===== src/fdcd_pkg.sv =====
// Constants and carrier types for the floppy command-set decoder.
// Assumes a 125 MHz core clock and one host command/result byte port.
package fdcd_pkg;
    localparam int unsigned CLK_MHZ = 125;
    localparam int unsigned STEP_UNIT_US = 1000;
    localparam int unsigned STEP_UNIT_CYC = STEP_UNIT_US * CLK_MHZ;
    localparam int unsigned TMR_W = 24;
    localparam logic [7:0] OP_SEEK = 8'h0f;
    localparam logic [7:0] OP_SENSE_DRV = 8'h04;
    localparam logic [7:0] OP_SENSE_INT = 8'h08;
    localparam logic [7:0] OP_SPECIFY = 8'h03;
    localparam logic [7:0] OP_VERSION = 8'h10;
    localparam logic [4:0] OP_SCAN_HE = 5'h1d;
    localparam logic [4:0] OP_SCAN_LE = 5'h19;
    localparam logic [4:0] OP_VERIFY = 5'h16;
    localparam logic [6:0] OP_SET_TRACK = 7'h21;
    localparam logic [5:0] OP_WRITE = 6'h05;
    localparam logic [5:0] OP_WRITE_DEL = 6'h09;
    localparam logic [7:0] ST0_INVALID = 8'h80;
    localparam logic [7:0] ST0_SEEK_END = 8'h20;
    localparam logic [3:0] DATA_PARAMS = 4'h8;
    localparam logic [3:0] DATA_RESULTS = 4'h7;
    localparam logic [15:0] TRACK_RST = 16'h0000;
    localparam logic [7:0] BYTE_RST = 8'h00;
    // Arbitrary neutral revision value
    localparam logic [7:0] VERSION_DEFAULT = 8'h5a;

    typedef enum logic [3:0] {
        K_SCAN_HE, K_SCAN_LE, K_SEEK, K_SENSE_DRV, K_SENSE_INT, K_SET_TRACK,
        K_SPECIFY, K_VERIFY, K_VERSION, K_WRITE, K_WRITE_DEL, K_INVALID
    } fdcd_kind_type;

    typedef struct packed {
        fdcd_kind_type kind;
        logic multi_track_flag;
        logic double_density_select;
        logic skip_deleted_flag;
        logic [7:0][7:0] param;
    } fdcd_exec_type;

    typedef struct packed {
        logic [6:0][7:0] bytes;
    } fdcd_result_type;

    typedef struct packed {
        logic [3:0] step_rate;
        logic [3:0] motor_off;
        logic [6:0] motor_on;
        logic dma_bit;
    } fdcd_timing_type;
endpackage


===== src/fdcd_decoder.sv =====
// Command decoder and phase sequencer for part of a floppy controller.
// Assumes host strobes and execution engine run on core_clk.
`timescale 1ns/1ps
module fdcd_decoder
    import fdcd_pkg::*;
#(
    parameter int unsigned STEP_UNIT_CYCLES = STEP_UNIT_CYC,
    parameter logic [7:0] VERSION_CODE = VERSION_DEFAULT
) (
    input wire logic core_clk,
    input wire logic rst,
    input wire logic host_wr,
    input wire logic [7:0] host_wdata,
    input wire logic host_rd,
    input wire logic extended_track_range,
    input wire logic [3:0][7:0] drive_status,
    input wire logic exec_done,
    input wire fdcd_result_type exec_result,
    output logic busy_q,
    output logic res_valid_q,
    output logic [7:0] res_data_q,
    output logic exec_req_q,
    output fdcd_exec_type exec_cmd_q,
    output logic double_density_select_q,
    output fdcd_timing_type timing_q,
    output logic [1:0] drive_sel_q,
    output logic head_select_q,
    output logic step_q,
    output logic step_dir_q
);
    // ------------------------------------------------------------
    // Opcode decode
    // ------------------------------------------------------------
    typedef enum logic [2:0] {
        S_IDLE, S_PARAM, S_DISP, S_EXEC, S_SEEK, S_RESULT
    } fdcd_state_type;

    fdcd_state_type state_q;
    logic [3:0] pcnt_q;
    logic [3:0] need_q;
    logic [2:0] ridx_q;
    logic [3:0] rtot_q;
    logic [6:0][7:0] res_q;
    logic [3:0][15:0] trk_q;
    logic [11:0] target_q;
    logic [TMR_W-1:0] tmr_q;
    logic int_pend_q;
    logic [7:0] last_st0_q;
    logic [1:0] last_drv_q;

    wire is_seek = host_wdata == OP_SEEK;
    wire is_sdrv = host_wdata == OP_SENSE_DRV;
    wire is_sint = host_wdata == OP_SENSE_INT;
    wire is_spec = host_wdata == OP_SPECIFY;
    wire is_ver = host_wdata == OP_VERSION;
    wire is_she = host_wdata[4:0] == OP_SCAN_HE;
    wire is_sle = host_wdata[4:0] == OP_SCAN_LE;
    wire is_vfy = host_wdata[4:0] == OP_VERIFY;
    wire is_strk = host_wdata[7] == 1'b0 && host_wdata[5:0] == OP_SET_TRACK[5:0];
    wire is_wr = host_wdata[5:0] == OP_WRITE;
    wire is_wdel = host_wdata[5:0] == OP_WRITE_DEL;

    wire fdcd_kind_type kind_dec =
        is_seek ? K_SEEK :
        is_sdrv ? K_SENSE_DRV :
        is_sint ? K_SENSE_INT :
        is_spec ? K_SPECIFY :
        is_ver ? K_VERSION :
        is_strk ? K_SET_TRACK :
        is_she ? K_SCAN_HE :
        is_sle ? K_SCAN_LE :
        is_vfy ? K_VERIFY :
        is_wr ? K_WRITE :
        is_wdel ? K_WRITE_DEL :
        K_INVALID;

    // Parameter byte count per command
    wire [3:0] need_dec =
        (kind_dec == K_SEEK) ? (extended_track_range ? 4'h3 : 4'h2) :
        (kind_dec == K_SENSE_DRV) ? 4'h1 :
        (kind_dec == K_SET_TRACK) ? 4'h2 :
        (kind_dec == K_SPECIFY) ? 4'h2 :
        (kind_dec == K_SENSE_INT || kind_dec == K_VERSION || kind_dec == K_INVALID) ? 4'h0 :
        DATA_PARAMS;

    wire is_data = exec_cmd_q.kind == K_SCAN_HE || exec_cmd_q.kind == K_SCAN_LE ||
        exec_cmd_q.kind == K_VERIFY || exec_cmd_q.kind == K_WRITE ||
        exec_cmd_q.kind == K_WRITE_DEL;

    // ------------------------------------------------------------
    // Parameter fields
    // ------------------------------------------------------------
    wire [1:0] p_drv = exec_cmd_q.param[0][1:0];
    wire p_head = exec_cmd_q.param[0][2];
    wire p_hi = exec_cmd_q.param[0][2];
    wire p_rnw = exec_cmd_q.kind == K_SET_TRACK && exec_cmd_q.multi_track_flag;
    wire [3:0] p_nib = extended_track_range ? exec_cmd_q.param[2][7:4] : 4'h0;
    wire [15:0] sel_trk = trk_q[p_drv];
    wire [7:0] sel_half = p_hi ? sel_trk[15:8] : sel_trk[7:0];
    wire [15:0] last_trk = trk_q[last_drv_q];
    wire [11:0] cur_trk = trk_q[drive_sel_q][11:0];
    wire at_target = cur_trk == target_q;
    wire step_in = target_q > cur_trk;
    // A step rate field of zero gives the slowest rate, sixteen units
    wire [4:0] srt_fac = 5'h10 - {1'b0, timing_q.step_rate};
    wire [TMR_W-1:0] step_reload = TMR_W'(srt_fac * STEP_UNIT_CYCLES);
    wire res_last = {1'b0, ridx_q} == rtot_q - 4'h1;
    wire pop = state_q == S_RESULT && res_valid_q && host_rd;

    // ------------------------------------------------------------
    // Phase sequencer
    // ------------------------------------------------------------
    always_ff @(posedge core_clk) begin
        if (rst) begin
            state_q <= S_IDLE;
            pcnt_q <= 4'h0;
            need_q <= 4'h0;
            ridx_q <= 3'h0;
            rtot_q <= 4'h0;
            res_q <= '0;
            trk_q <= {4{TRACK_RST}};
            target_q <= 12'h000;
            tmr_q <= '0;
            int_pend_q <= 1'b0;
            last_st0_q <= BYTE_RST;
            last_drv_q <= 2'h0;
            busy_q <= 1'b0;
            res_valid_q <= 1'b0;
            res_data_q <= BYTE_RST;
            exec_req_q <= 1'b0;
            exec_cmd_q <= '0;
            drive_sel_q <= 2'h0;
            head_select_q <= 1'b0;
            step_q <= 1'b0;
            step_dir_q <= 1'b0;
        end else begin
            step_q <= 1'b0;
            busy_q <= state_q != S_IDLE;
            case (state_q)
                S_IDLE: begin
                    if (host_wr) begin
                        exec_cmd_q.kind <= kind_dec;
                        exec_cmd_q.multi_track_flag <= host_wdata[7];
                        exec_cmd_q.double_density_select <= host_wdata[6];
                        exec_cmd_q.skip_deleted_flag <= host_wdata[5];
                        // Set track keeps its read_not_write bit in the flag slot
                        if (kind_dec == K_SET_TRACK) begin
                            exec_cmd_q.multi_track_flag <= host_wdata[6];
                        end
                        exec_cmd_q.param <= '0;
                        need_q <= need_dec;
                        pcnt_q <= 4'h0;
                        state_q <= (need_dec == 4'h0) ? S_DISP : S_PARAM;
                    end
                end
                S_PARAM: begin
                    if (host_wr) begin
                        exec_cmd_q.param[pcnt_q[2:0]] <= host_wdata;
                        pcnt_q <= pcnt_q + 4'h1;
                        if (pcnt_q == need_q - 4'h1) begin
                            state_q <= S_DISP;
                        end
                    end
                end
                S_DISP: begin
                    ridx_q <= 3'h0;
                    res_q <= '0;
                    drive_sel_q <= p_drv;
                    head_select_q <= p_head;
                    rtot_q <= 4'h1;
                    state_q <= S_RESULT;
                    case (exec_cmd_q.kind)
                        K_SCAN_HE, K_SCAN_LE, K_VERIFY, K_WRITE, K_WRITE_DEL: begin
                            exec_req_q <= 1'b1;
                            state_q <= S_EXEC;
                        end
                        K_SEEK: begin
                            target_q <= {p_nib, exec_cmd_q.param[1]};
                            tmr_q <= '0;
                            state_q <= S_SEEK;
                        end
                        K_SENSE_DRV: begin
                            res_q[0] <= drive_status[p_drv];
                        end
                        K_SENSE_INT: begin
                            if (int_pend_q) begin
                                res_q[0] <= last_st0_q;
                                res_q[1] <= last_trk[7:0];
                                res_q[2] <= {last_trk[11:8], 4'h0};
                                rtot_q <= extended_track_range ? 4'h3 : 4'h2;
                                int_pend_q <= 1'b0;
                            end else begin
                                res_q[0] <= ST0_INVALID;
                            end
                        end
                        K_SET_TRACK: begin
                            if (p_rnw) begin
                                res_q[0] <= sel_half;
                            end else begin
                                res_q[0] <= exec_cmd_q.param[1];
                                if (p_hi) begin
                                    trk_q[p_drv][15:8] <= exec_cmd_q.param[1];
                                end else begin
                                    trk_q[p_drv][7:0] <= exec_cmd_q.param[1];
                                end
                            end
                        end
                        K_SPECIFY: begin
                            state_q <= S_IDLE;
                        end
                        K_VERSION: begin
                            res_q[0] <= VERSION_CODE;
                        end
                        default: begin
                            res_q[0] <= ST0_INVALID;
                        end
                    endcase
                end
                S_EXEC: begin
                    if (exec_done) begin
                        res_q <= exec_result.bytes;
                        rtot_q <= DATA_RESULTS;
                        exec_req_q <= 1'b0;
                        state_q <= S_RESULT;
                    end
                end
                S_SEEK: begin
                    if (tmr_q != '0) begin
                        tmr_q <= tmr_q - TMR_W'(1);
                    end else if (at_target) begin
                        int_pend_q <= 1'b1;
                        last_st0_q <= ST0_SEEK_END | {5'h00, head_select_q, drive_sel_q};
                        last_drv_q <= drive_sel_q;
                        state_q <= S_IDLE;
                    end else begin
                        step_q <= 1'b1;
                        step_dir_q <= step_in;
                        trk_q[drive_sel_q][11:0] <= step_in ? cur_trk + 12'h001 :
                            cur_trk - 12'h001;
                        tmr_q <= step_reload;
                    end
                end
                S_RESULT: begin
                    // Valid drops for a cycle after each pop, so one strobe takes one byte
                    res_valid_q <= !pop;
                    res_data_q <= res_q[ridx_q];
                    if (pop) begin
                        ridx_q <= ridx_q + 3'h1;
                        if (res_last) begin
                            state_q <= S_IDLE;
                        end
                    end
                end
                default: begin
                    state_q <= S_IDLE;
                end
            endcase
        end
    end

    // ------------------------------------------------------------
    // Mode registers
    // ------------------------------------------------------------
    wire load_timing = state_q == S_DISP && exec_cmd_q.kind == K_SPECIFY;
    wire load_density = state_q == S_DISP && is_data;

    always_ff @(posedge core_clk) begin
        if (rst) begin
            timing_q <= '0;
        end else if (load_timing) begin
            timing_q.step_rate <= exec_cmd_q.param[0][7:4];
            timing_q.motor_off <= exec_cmd_q.param[0][3:0];
            timing_q.motor_on <= exec_cmd_q.param[1][7:1];
            timing_q.dma_bit <= exec_cmd_q.param[1][0];
        end
    end

    // Encoding choice persists until the next data command
    always_ff @(posedge core_clk) begin
        if (rst) begin
            double_density_select_q <= 1'b0;
        end else if (load_density) begin
            double_density_select_q <= exec_cmd_q.double_density_select;
        end
    end
endmodule // fdcd_decoder


===== config.mk =====
export PLATFORM = sky130hd
export DESIGN_NAME = fdcd_decoder
export DESIGN_NICKNAME = d
export VERILOG_FILES = /design/src/fdcd_pkg.sv /design/src/fdcd_decoder.sv
export SDC_FILE = /design/constraint.sdc
export NUM_CORES = 1
export LEC_CHECK = 0
export BUFFER_PORTS_ARGS = -buffer_cell sky130_fd_sc_hd__buf_2
export CAP_MARGIN = 20
export CELL_PAD_IN_SITES_DETAIL_PLACEMENT = 0
export CELL_PAD_IN_SITES_GLOBAL_PLACEMENT = 1
export CORE_ASPECT_RATIO = 0.9
export CORE_MARGIN = 3
export CORE_UTILIZATION = 44
export CTS_CLUSTER_SIZE = 10
export DETAILED_ROUTE_END_ITERATION = 16
export PLACE_DENSITY = 0.76
export SYNTH_ARGS = -nofsm -noshare
export SYNTH_HDL_FRONTEND = slang
export SYNTH_SLANG_ARGS = --single-unit

===== constraint.sdc =====
create_clock -name core_clk -period 6.5 [get_ports core_clk]
set_input_delay 0.65 -clock core_clk [delete_from_list [all_inputs] [get_ports core_clk]]
set_output_delay 0.65 -clock core_clk [all_outputs]
set_load 0.05 [all_outputs]

# Word-level counts from Yosys, hierarchy flattened
# Cells that the tools add are included.
# totals
register_bits	285
input_bits	102
out_inout_bits	104
# op_classes
addsub	8
n_mul	1
order_cmp	9
eq_ne	51
n_mux	91
n_bitwise	4
n_reduce_logical	40
# ops
operator	n
$mux 64	7
$bwmux 64	4
$pmux 64 s2	2
$pmux 56 s2	1
$bmux 16 s2	3
$demux 16 s2	3
$mux 24	3
$mux 4	18
$mux 16	4
$mux 56	1
$mux 8	7
$mux 12	4
$pmux 24 s2	1
$pmux 8 s5	1
$eq 4x3->1 const B	7
$mux 3	9
$bmux 8 s3	1
$demux 8 s3	1
$reduce_bool 24->1	1
$sub 24x1->24 const B	1
$ne 2x2->1 const B	11
$eq 4x4->1 const B	5
$mul 5x14->19 const B	1
$pmux 3 s6	1
other kinds (52)	107

# Logic depth before layout (Yosys ltp)
# depth
depth_word	24
mapped_depth	18
depth_no_buf	17

# Least setup slack after synthesis
# Ideal clock, no wire load.
# synth_path
path_kind	reg-to-reg
startpoint	reg drive_sel_q[0]
endpoint	reg trk_q[10] (netlist bit)
arrival_ps	5234
path_slack_ps	1180
path_stages_with_launch	18
period_less_slack_ps	5320
cell_sequence	dfxtp_1 -> buf_2 -> buf_1 -> mux4_2 -> inv_1 -> ha_1 -> and3_1 -> and2_0 -> o311ai_0 -> a21bo_2 -> ha_1 -> nor2b_1 -> o21ai_0 -> a21oi_1 -> o21a_1 -> o311ai_0 -> a22oi_1 -> a211oi_1
# synth_between
elab_chain_cells	8
# synth_rtl
element	line	text
from (decl)	fdcd_decoder.sv:26	output logic [1:0] drive_sel_q,
from (signal assigned)	fdcd_decoder.sv:168	drive_sel_q <= p_drv;
$bmux 16 s2 (tied with other cells)	fdcd_decoder.sv:101	wire [11:0] cur_trk = trk_q[drive_sel_q][11:0];
$mux 12 (implied by the code) or $logic_and 1x1->1 (tied branches)	fdcd_decoder.sv:101, fdcd_decoder.sv:238	
$sub 12x1->12 (tied with other cells)	fdcd_decoder.sv:239	cur_trk - 12'h001;
$mux 12 or $demux 16 s2 (tied branches)	fdcd_decoder.sv:238	trk_q[drive_sel_q][11:0] <= step_in ? cur_trk + 12'h001 :
$bwmux 64	fdcd_decoder.sv:238	
$mux 64	fdcd_decoder.sv:230	end else if (at_target) begin
$mux 64	fdcd_decoder.sv:228	if (tmr_q != '0) begin
$pmux 64 s2	fdcd_decoder.sv:139	case (state_q)
to (signal assigned)	fdcd_decoder.sv:121	trk_q <= {4{TRACK_RST}};
to (signal, indexed assignment)	fdcd_decoder.sv:202	trk_q[p_drv][15:8] <= exec_cmd_q.param[1];
to (signal, indexed assignment)	fdcd_decoder.sv:238	
to (decl)	fdcd_decoder.sv:44	logic [3:0][15:0] trk_q;
# Parallel ways exist; a longest one is shown, timed or not. The select of a mux whose other input is x is not followed.
# A chain may end at the register's enable or synchronous reset.

# Worst setup path in the final report
# layout_path
startpoint	reg drive_sel_q[0]
endpoint	reg trk_q[42] (netlist bit)
# Same word-level chain as after synthesis.

==> flow_summary_export.csv <==
group,metric,value,unit
status,status,"completed",
cells_and_area,layout-drive-gt1-share,19.4,%
logic_synthesis,synth_nets,1959,
die,die-height,184,um
logic_synthesis,ys_seq_area_share,36.3,%
die,coreArea,0.0344,mm2
global_route,overflow,0,
route,dr.pass1.iters,5,
power,leakage,6.70,nW
die,initial_core_util,45.1,%
flow_run,cap_violations,0,
placed_design,port_buffers,205,
clocking,root_buffer,"clkbuf_16",
logic_synthesis,dominantRegCellSynth,"dfxtp_1",
route,routed_via_density,6.01,
placed_design,post_dp_cell_area,0.0168,mm2
global_route,grt_max_degree,94,
clocking,cts.hold.buffers_added,0,
global_route,grt_antenna_before_repair,0,
cells_and_area,nets,2098,
timing,setup_slack,0.935,ns
worst_hold_path,min_path_type,"input pin to flip-flop",
route,drc_errors,0,
power,ir_drop,0.266,mV
placed_design,dp_hpwl,36.3,mm
setup_path,critPathMaxStageDelay,0.93,ns
timing,clock_skew,0.0277,ns
clocking,cts_buffers,35,
setup_path,crit_arrival,6.00,ns
clocking,post-cts-setup-buffers,0,
logic_synthesis,syn_area_per_cell,8.63,um2
route,drt_iter0_markers,1451,
clocking,path_clk_slew,0.06,ns
setup_path,worstSetupStartpointType,"flip-flop",
logic_synthesis,ys_types,83,
timing,fin_crit_sh,85.6,%
setup_path,endpoint_kind,"flip-flop",
logic_synthesis,synth_edf_count,0,
route,routed_wl,50.9,mm
timing,max_freq,180,MHz
timing,finalSetupViolations,0,
timing,slew_headroom,25.4,%
global_route,grt_pass1_vias,13700,
route,wl_per_cell,21.1,um
timing,hold-worst-slack,0.358,ns
clocking,clk-insertion-delay-late,0.53,ns
setup_path,cp_cell_sequence,"buf_4 -> mux4_2 -> inv_1 -> ha_1 -> and4_1 -> nand4_1 -> buf_4 -> a21bo_2 -> ha_1 -> nor2b_1 -> o21ai_0 -> a21oi_1 -> o21a_1 -> o311ai_0 -> a22oi_1 -> a211oi_1",
timing,finalMaxSlewViolations,0,
global_route,grt_pass1_wl,79.6,mm
timing,tns,0,ns
clocking,clockBufferDepth,3,
setup_path,path_max_fanout,14,
power,total_power,0.00616,W
logic_synthesis,synth-warning-count,0,
cells_and_area,num_antenna_cells,0,
timing,rsz0062_at_grt,"false",
die,io_pins,206,
setup_path,crit_family,"compound AO/OA/AOI/OAI gates",
placed_design,place_congestion,0.947,
timing,hold_viol,0,
power,power_density,346,mW/mm2
die,die_w,204,um
global_route,grtUsageTotal,26.5,%
setup_path,critPathSlowestCell,"o311ai_0",
clocking,cts_max_level,2,
setup_path,crit_required,6.94,ns
logic_synthesis,ys_seq_elements,281,
die,num_rows,64,
route,dr_total_vias,14500,
clocking,cts_resized,0,
placed_design,dp_slack,1.08,ns
setup_path,crit_buf_inv,3,
logic_synthesis,async_reset_ff_share,0,%
route,drtAntennaViolNets,0,
cells_and_area,fin_area,0.0178,mm2
die,dieArea,0.0375,mm2
logic_synthesis,synth_cells,1795,
timing,timing_worst_slew_pin_value,1.11,ns
clocking,cts_tree,"yes",
setup_path,crit_type,"flip-flop to flip-flop",
timing,fin_crit,5.57,ns
cells_and_area,areaGrowthSynthToFinish,15.1,%
logic_synthesis,syn_area,0.0155,mm2
clocking,cts_sinks,281,
stage by stage:
stage	utilization, %	std cells
global route	51.9	2408
detailed placement	48.9	2356
floorplan	-	1795
global placement	48.8	2354
CTS	51.8	2405
finish	51.9	2408
flip-flops by register name, indices dropped and copies added (netlist names), 4 cells and up:
| signal | flops |
|---|---|
| res_data_q | 8 |
| exec_cmd_q | 71 |
| trk_q | 64 |
| pcnt_q | 4 |
| timing_q | 16 |
| target_q | 12 |
| tmr_q | 24 |
| res_q | 56 |
cell usage after synthesis (8+ instances only):
| library cell | n | share of area [%] |
|---|---|---|
| nand2b_1 | 8 | 0.32 |
| nor3_1 | 46 | 1.5 |
| and3_1 | 19 | 0.77 |
| mux2i_1 | 33 | 2.1 |
| clkbuf_1 | 103 | 2.5 |
| or3_1 | 9 | 0.36 |
| a31oi_1 | 29 | 1.2 |
| ha_1 | 55 | 4.4 |
| xnor2_1 | 26 | 1.5 |
| nand2_1 | 206 | 5.0 |
| a22o_1 | 33 | 1.9 |
| inv_1 | 46 | 1.1 |
| nor3b_1 | 8 | 0.39 |
| a221oi_1 | 17 | 0.96 |
| a211oi_1 | 48 | 2.3 |
| buf_2 | 16 | 0.52 |
| and2_1 | 9 | 0.36 |
| mux4_2 | 55 | 8.0 |
| nand3_1 | 75 | 2.4 |
| nor4_1 | 11 | 0.44 |
| o21ai_0 | 45 | 1.5 |
| dfxtp_1 | 281 | 36 |
| a21oi_1 | 126 | 4.1 |
| nand4_1 | 13 | 0.53 |
| nor2_1 | 222 | 5.4 |
| nor2b_1 | 12 | 0.48 |
| a22oi_1 | 78 | 3.8 |
| xor2_1 | 17 | 0.96 |
routing by layer:
metal / part of all wire, % / track usage (%)
met1: 46 / 38.3
met3: 7.4 / 4.58
met2: 45 / 41.5
met4: 1.9 / 6.19
met5: 0 / 0
cells by family after synthesis:
logic type | after synthesis | synth area share [%]
AND/OR/NAND/NOR | 684 | 20.6
AO/OA/AOI/OAI | 453 | 20.1
flip-flops | 281 | 36.3
buffers and inverters | 181 | 4.83
multiplexers | 91 | 10.4
adder cells (fa/ha/maj) | 62 | 5.35
XOR/XNOR | 43 | 2.43
cells in the final DEF, fill, tap and decap left out, types with 26 or more instances in the layout:
| master | instances |
|---|---|
| a22oi_1 | 78 |
| xnor2_1 | 26 |
| a31oi_1 | 29 |
| mux2i_1 | 33 |
| a22o_1 | 33 |
| a211oi_1 | 48 |
| clkbuf_16 | 36 |
| ha_1 | 55 |
| buf_2 | 204 |
| inv_1 | 46 |
| o21ai_0 | 45 |
| mux4_2 | 55 |
| nor3_1 | 42 |
| nor2_1 | 221 |
| a21oi_1 | 126 |
| nand3_1 | 75 |
| nand2_1 | 206 |
| dfxtp_1 | 280 |
| buf_4 | 28 |
worst register-to-register path, cell delays in order (launching register included):
cell and delay [ns]:
dfxtp_1 0.78, buf_4 0.34, mux4_2 0.54, inv_1 0.07, ha_1 0.23, and4_1 0.25
nand4_1 0.12, buf_4 0.19, a21bo_2 0.36, ha_1 0.42, nor2b_1 0.16, o21ai_0 0.24
a21oi_1 0.18, o21a_1 0.23, o311ai_0 0.93, a22oi_1 0.16, a211oi_1 0.28
area by class of cell:
type,instances,area [um2]
fillers,3254,16500
multi-input cells,1333,9150
flip-flops and latches,281,5630
repair buffers,237,1280
clock buffers,46,978
well taps,462,578
inverters,46,173
clock inverters,3,32.5
final timing paths:
path / startpoint / endpoint / slack, ns / depth (start not counted)
setup / recovery: drive_sel_q[0]$_SDFFE_PP0P_ / trk_q[42]$_SDFFE_PP0P_ / 0.93 / 16
hold / removal: exec_result[50] / res_q[50]$_SDFFE_PP0P_ / 0.36 / 2
setup reg to reg: drive_sel_q[0]$_SDFFE_PP0P_ / trk_q[42]$_SDFFE_PP0P_ / 0.93 / 16
hold reg to reg: timing_q[11]$_SDFFE_PP0P_ / timing_q[11]$_SDFFE_PP0P_ / 0.45 / 2
power breakdown:
part | leakage, nW | internal, W | switching, W
Combinational | 3.94 | 0.000756 | 0.00166
Sequential | 2.27 | 0.00183 | 0.000132
Clock | 0.491 | 0.00104 | 0.000732
Total | 6.70 | 0.00364 | 0.00252
Note: power is estimated with default switching activity, not from simulation.
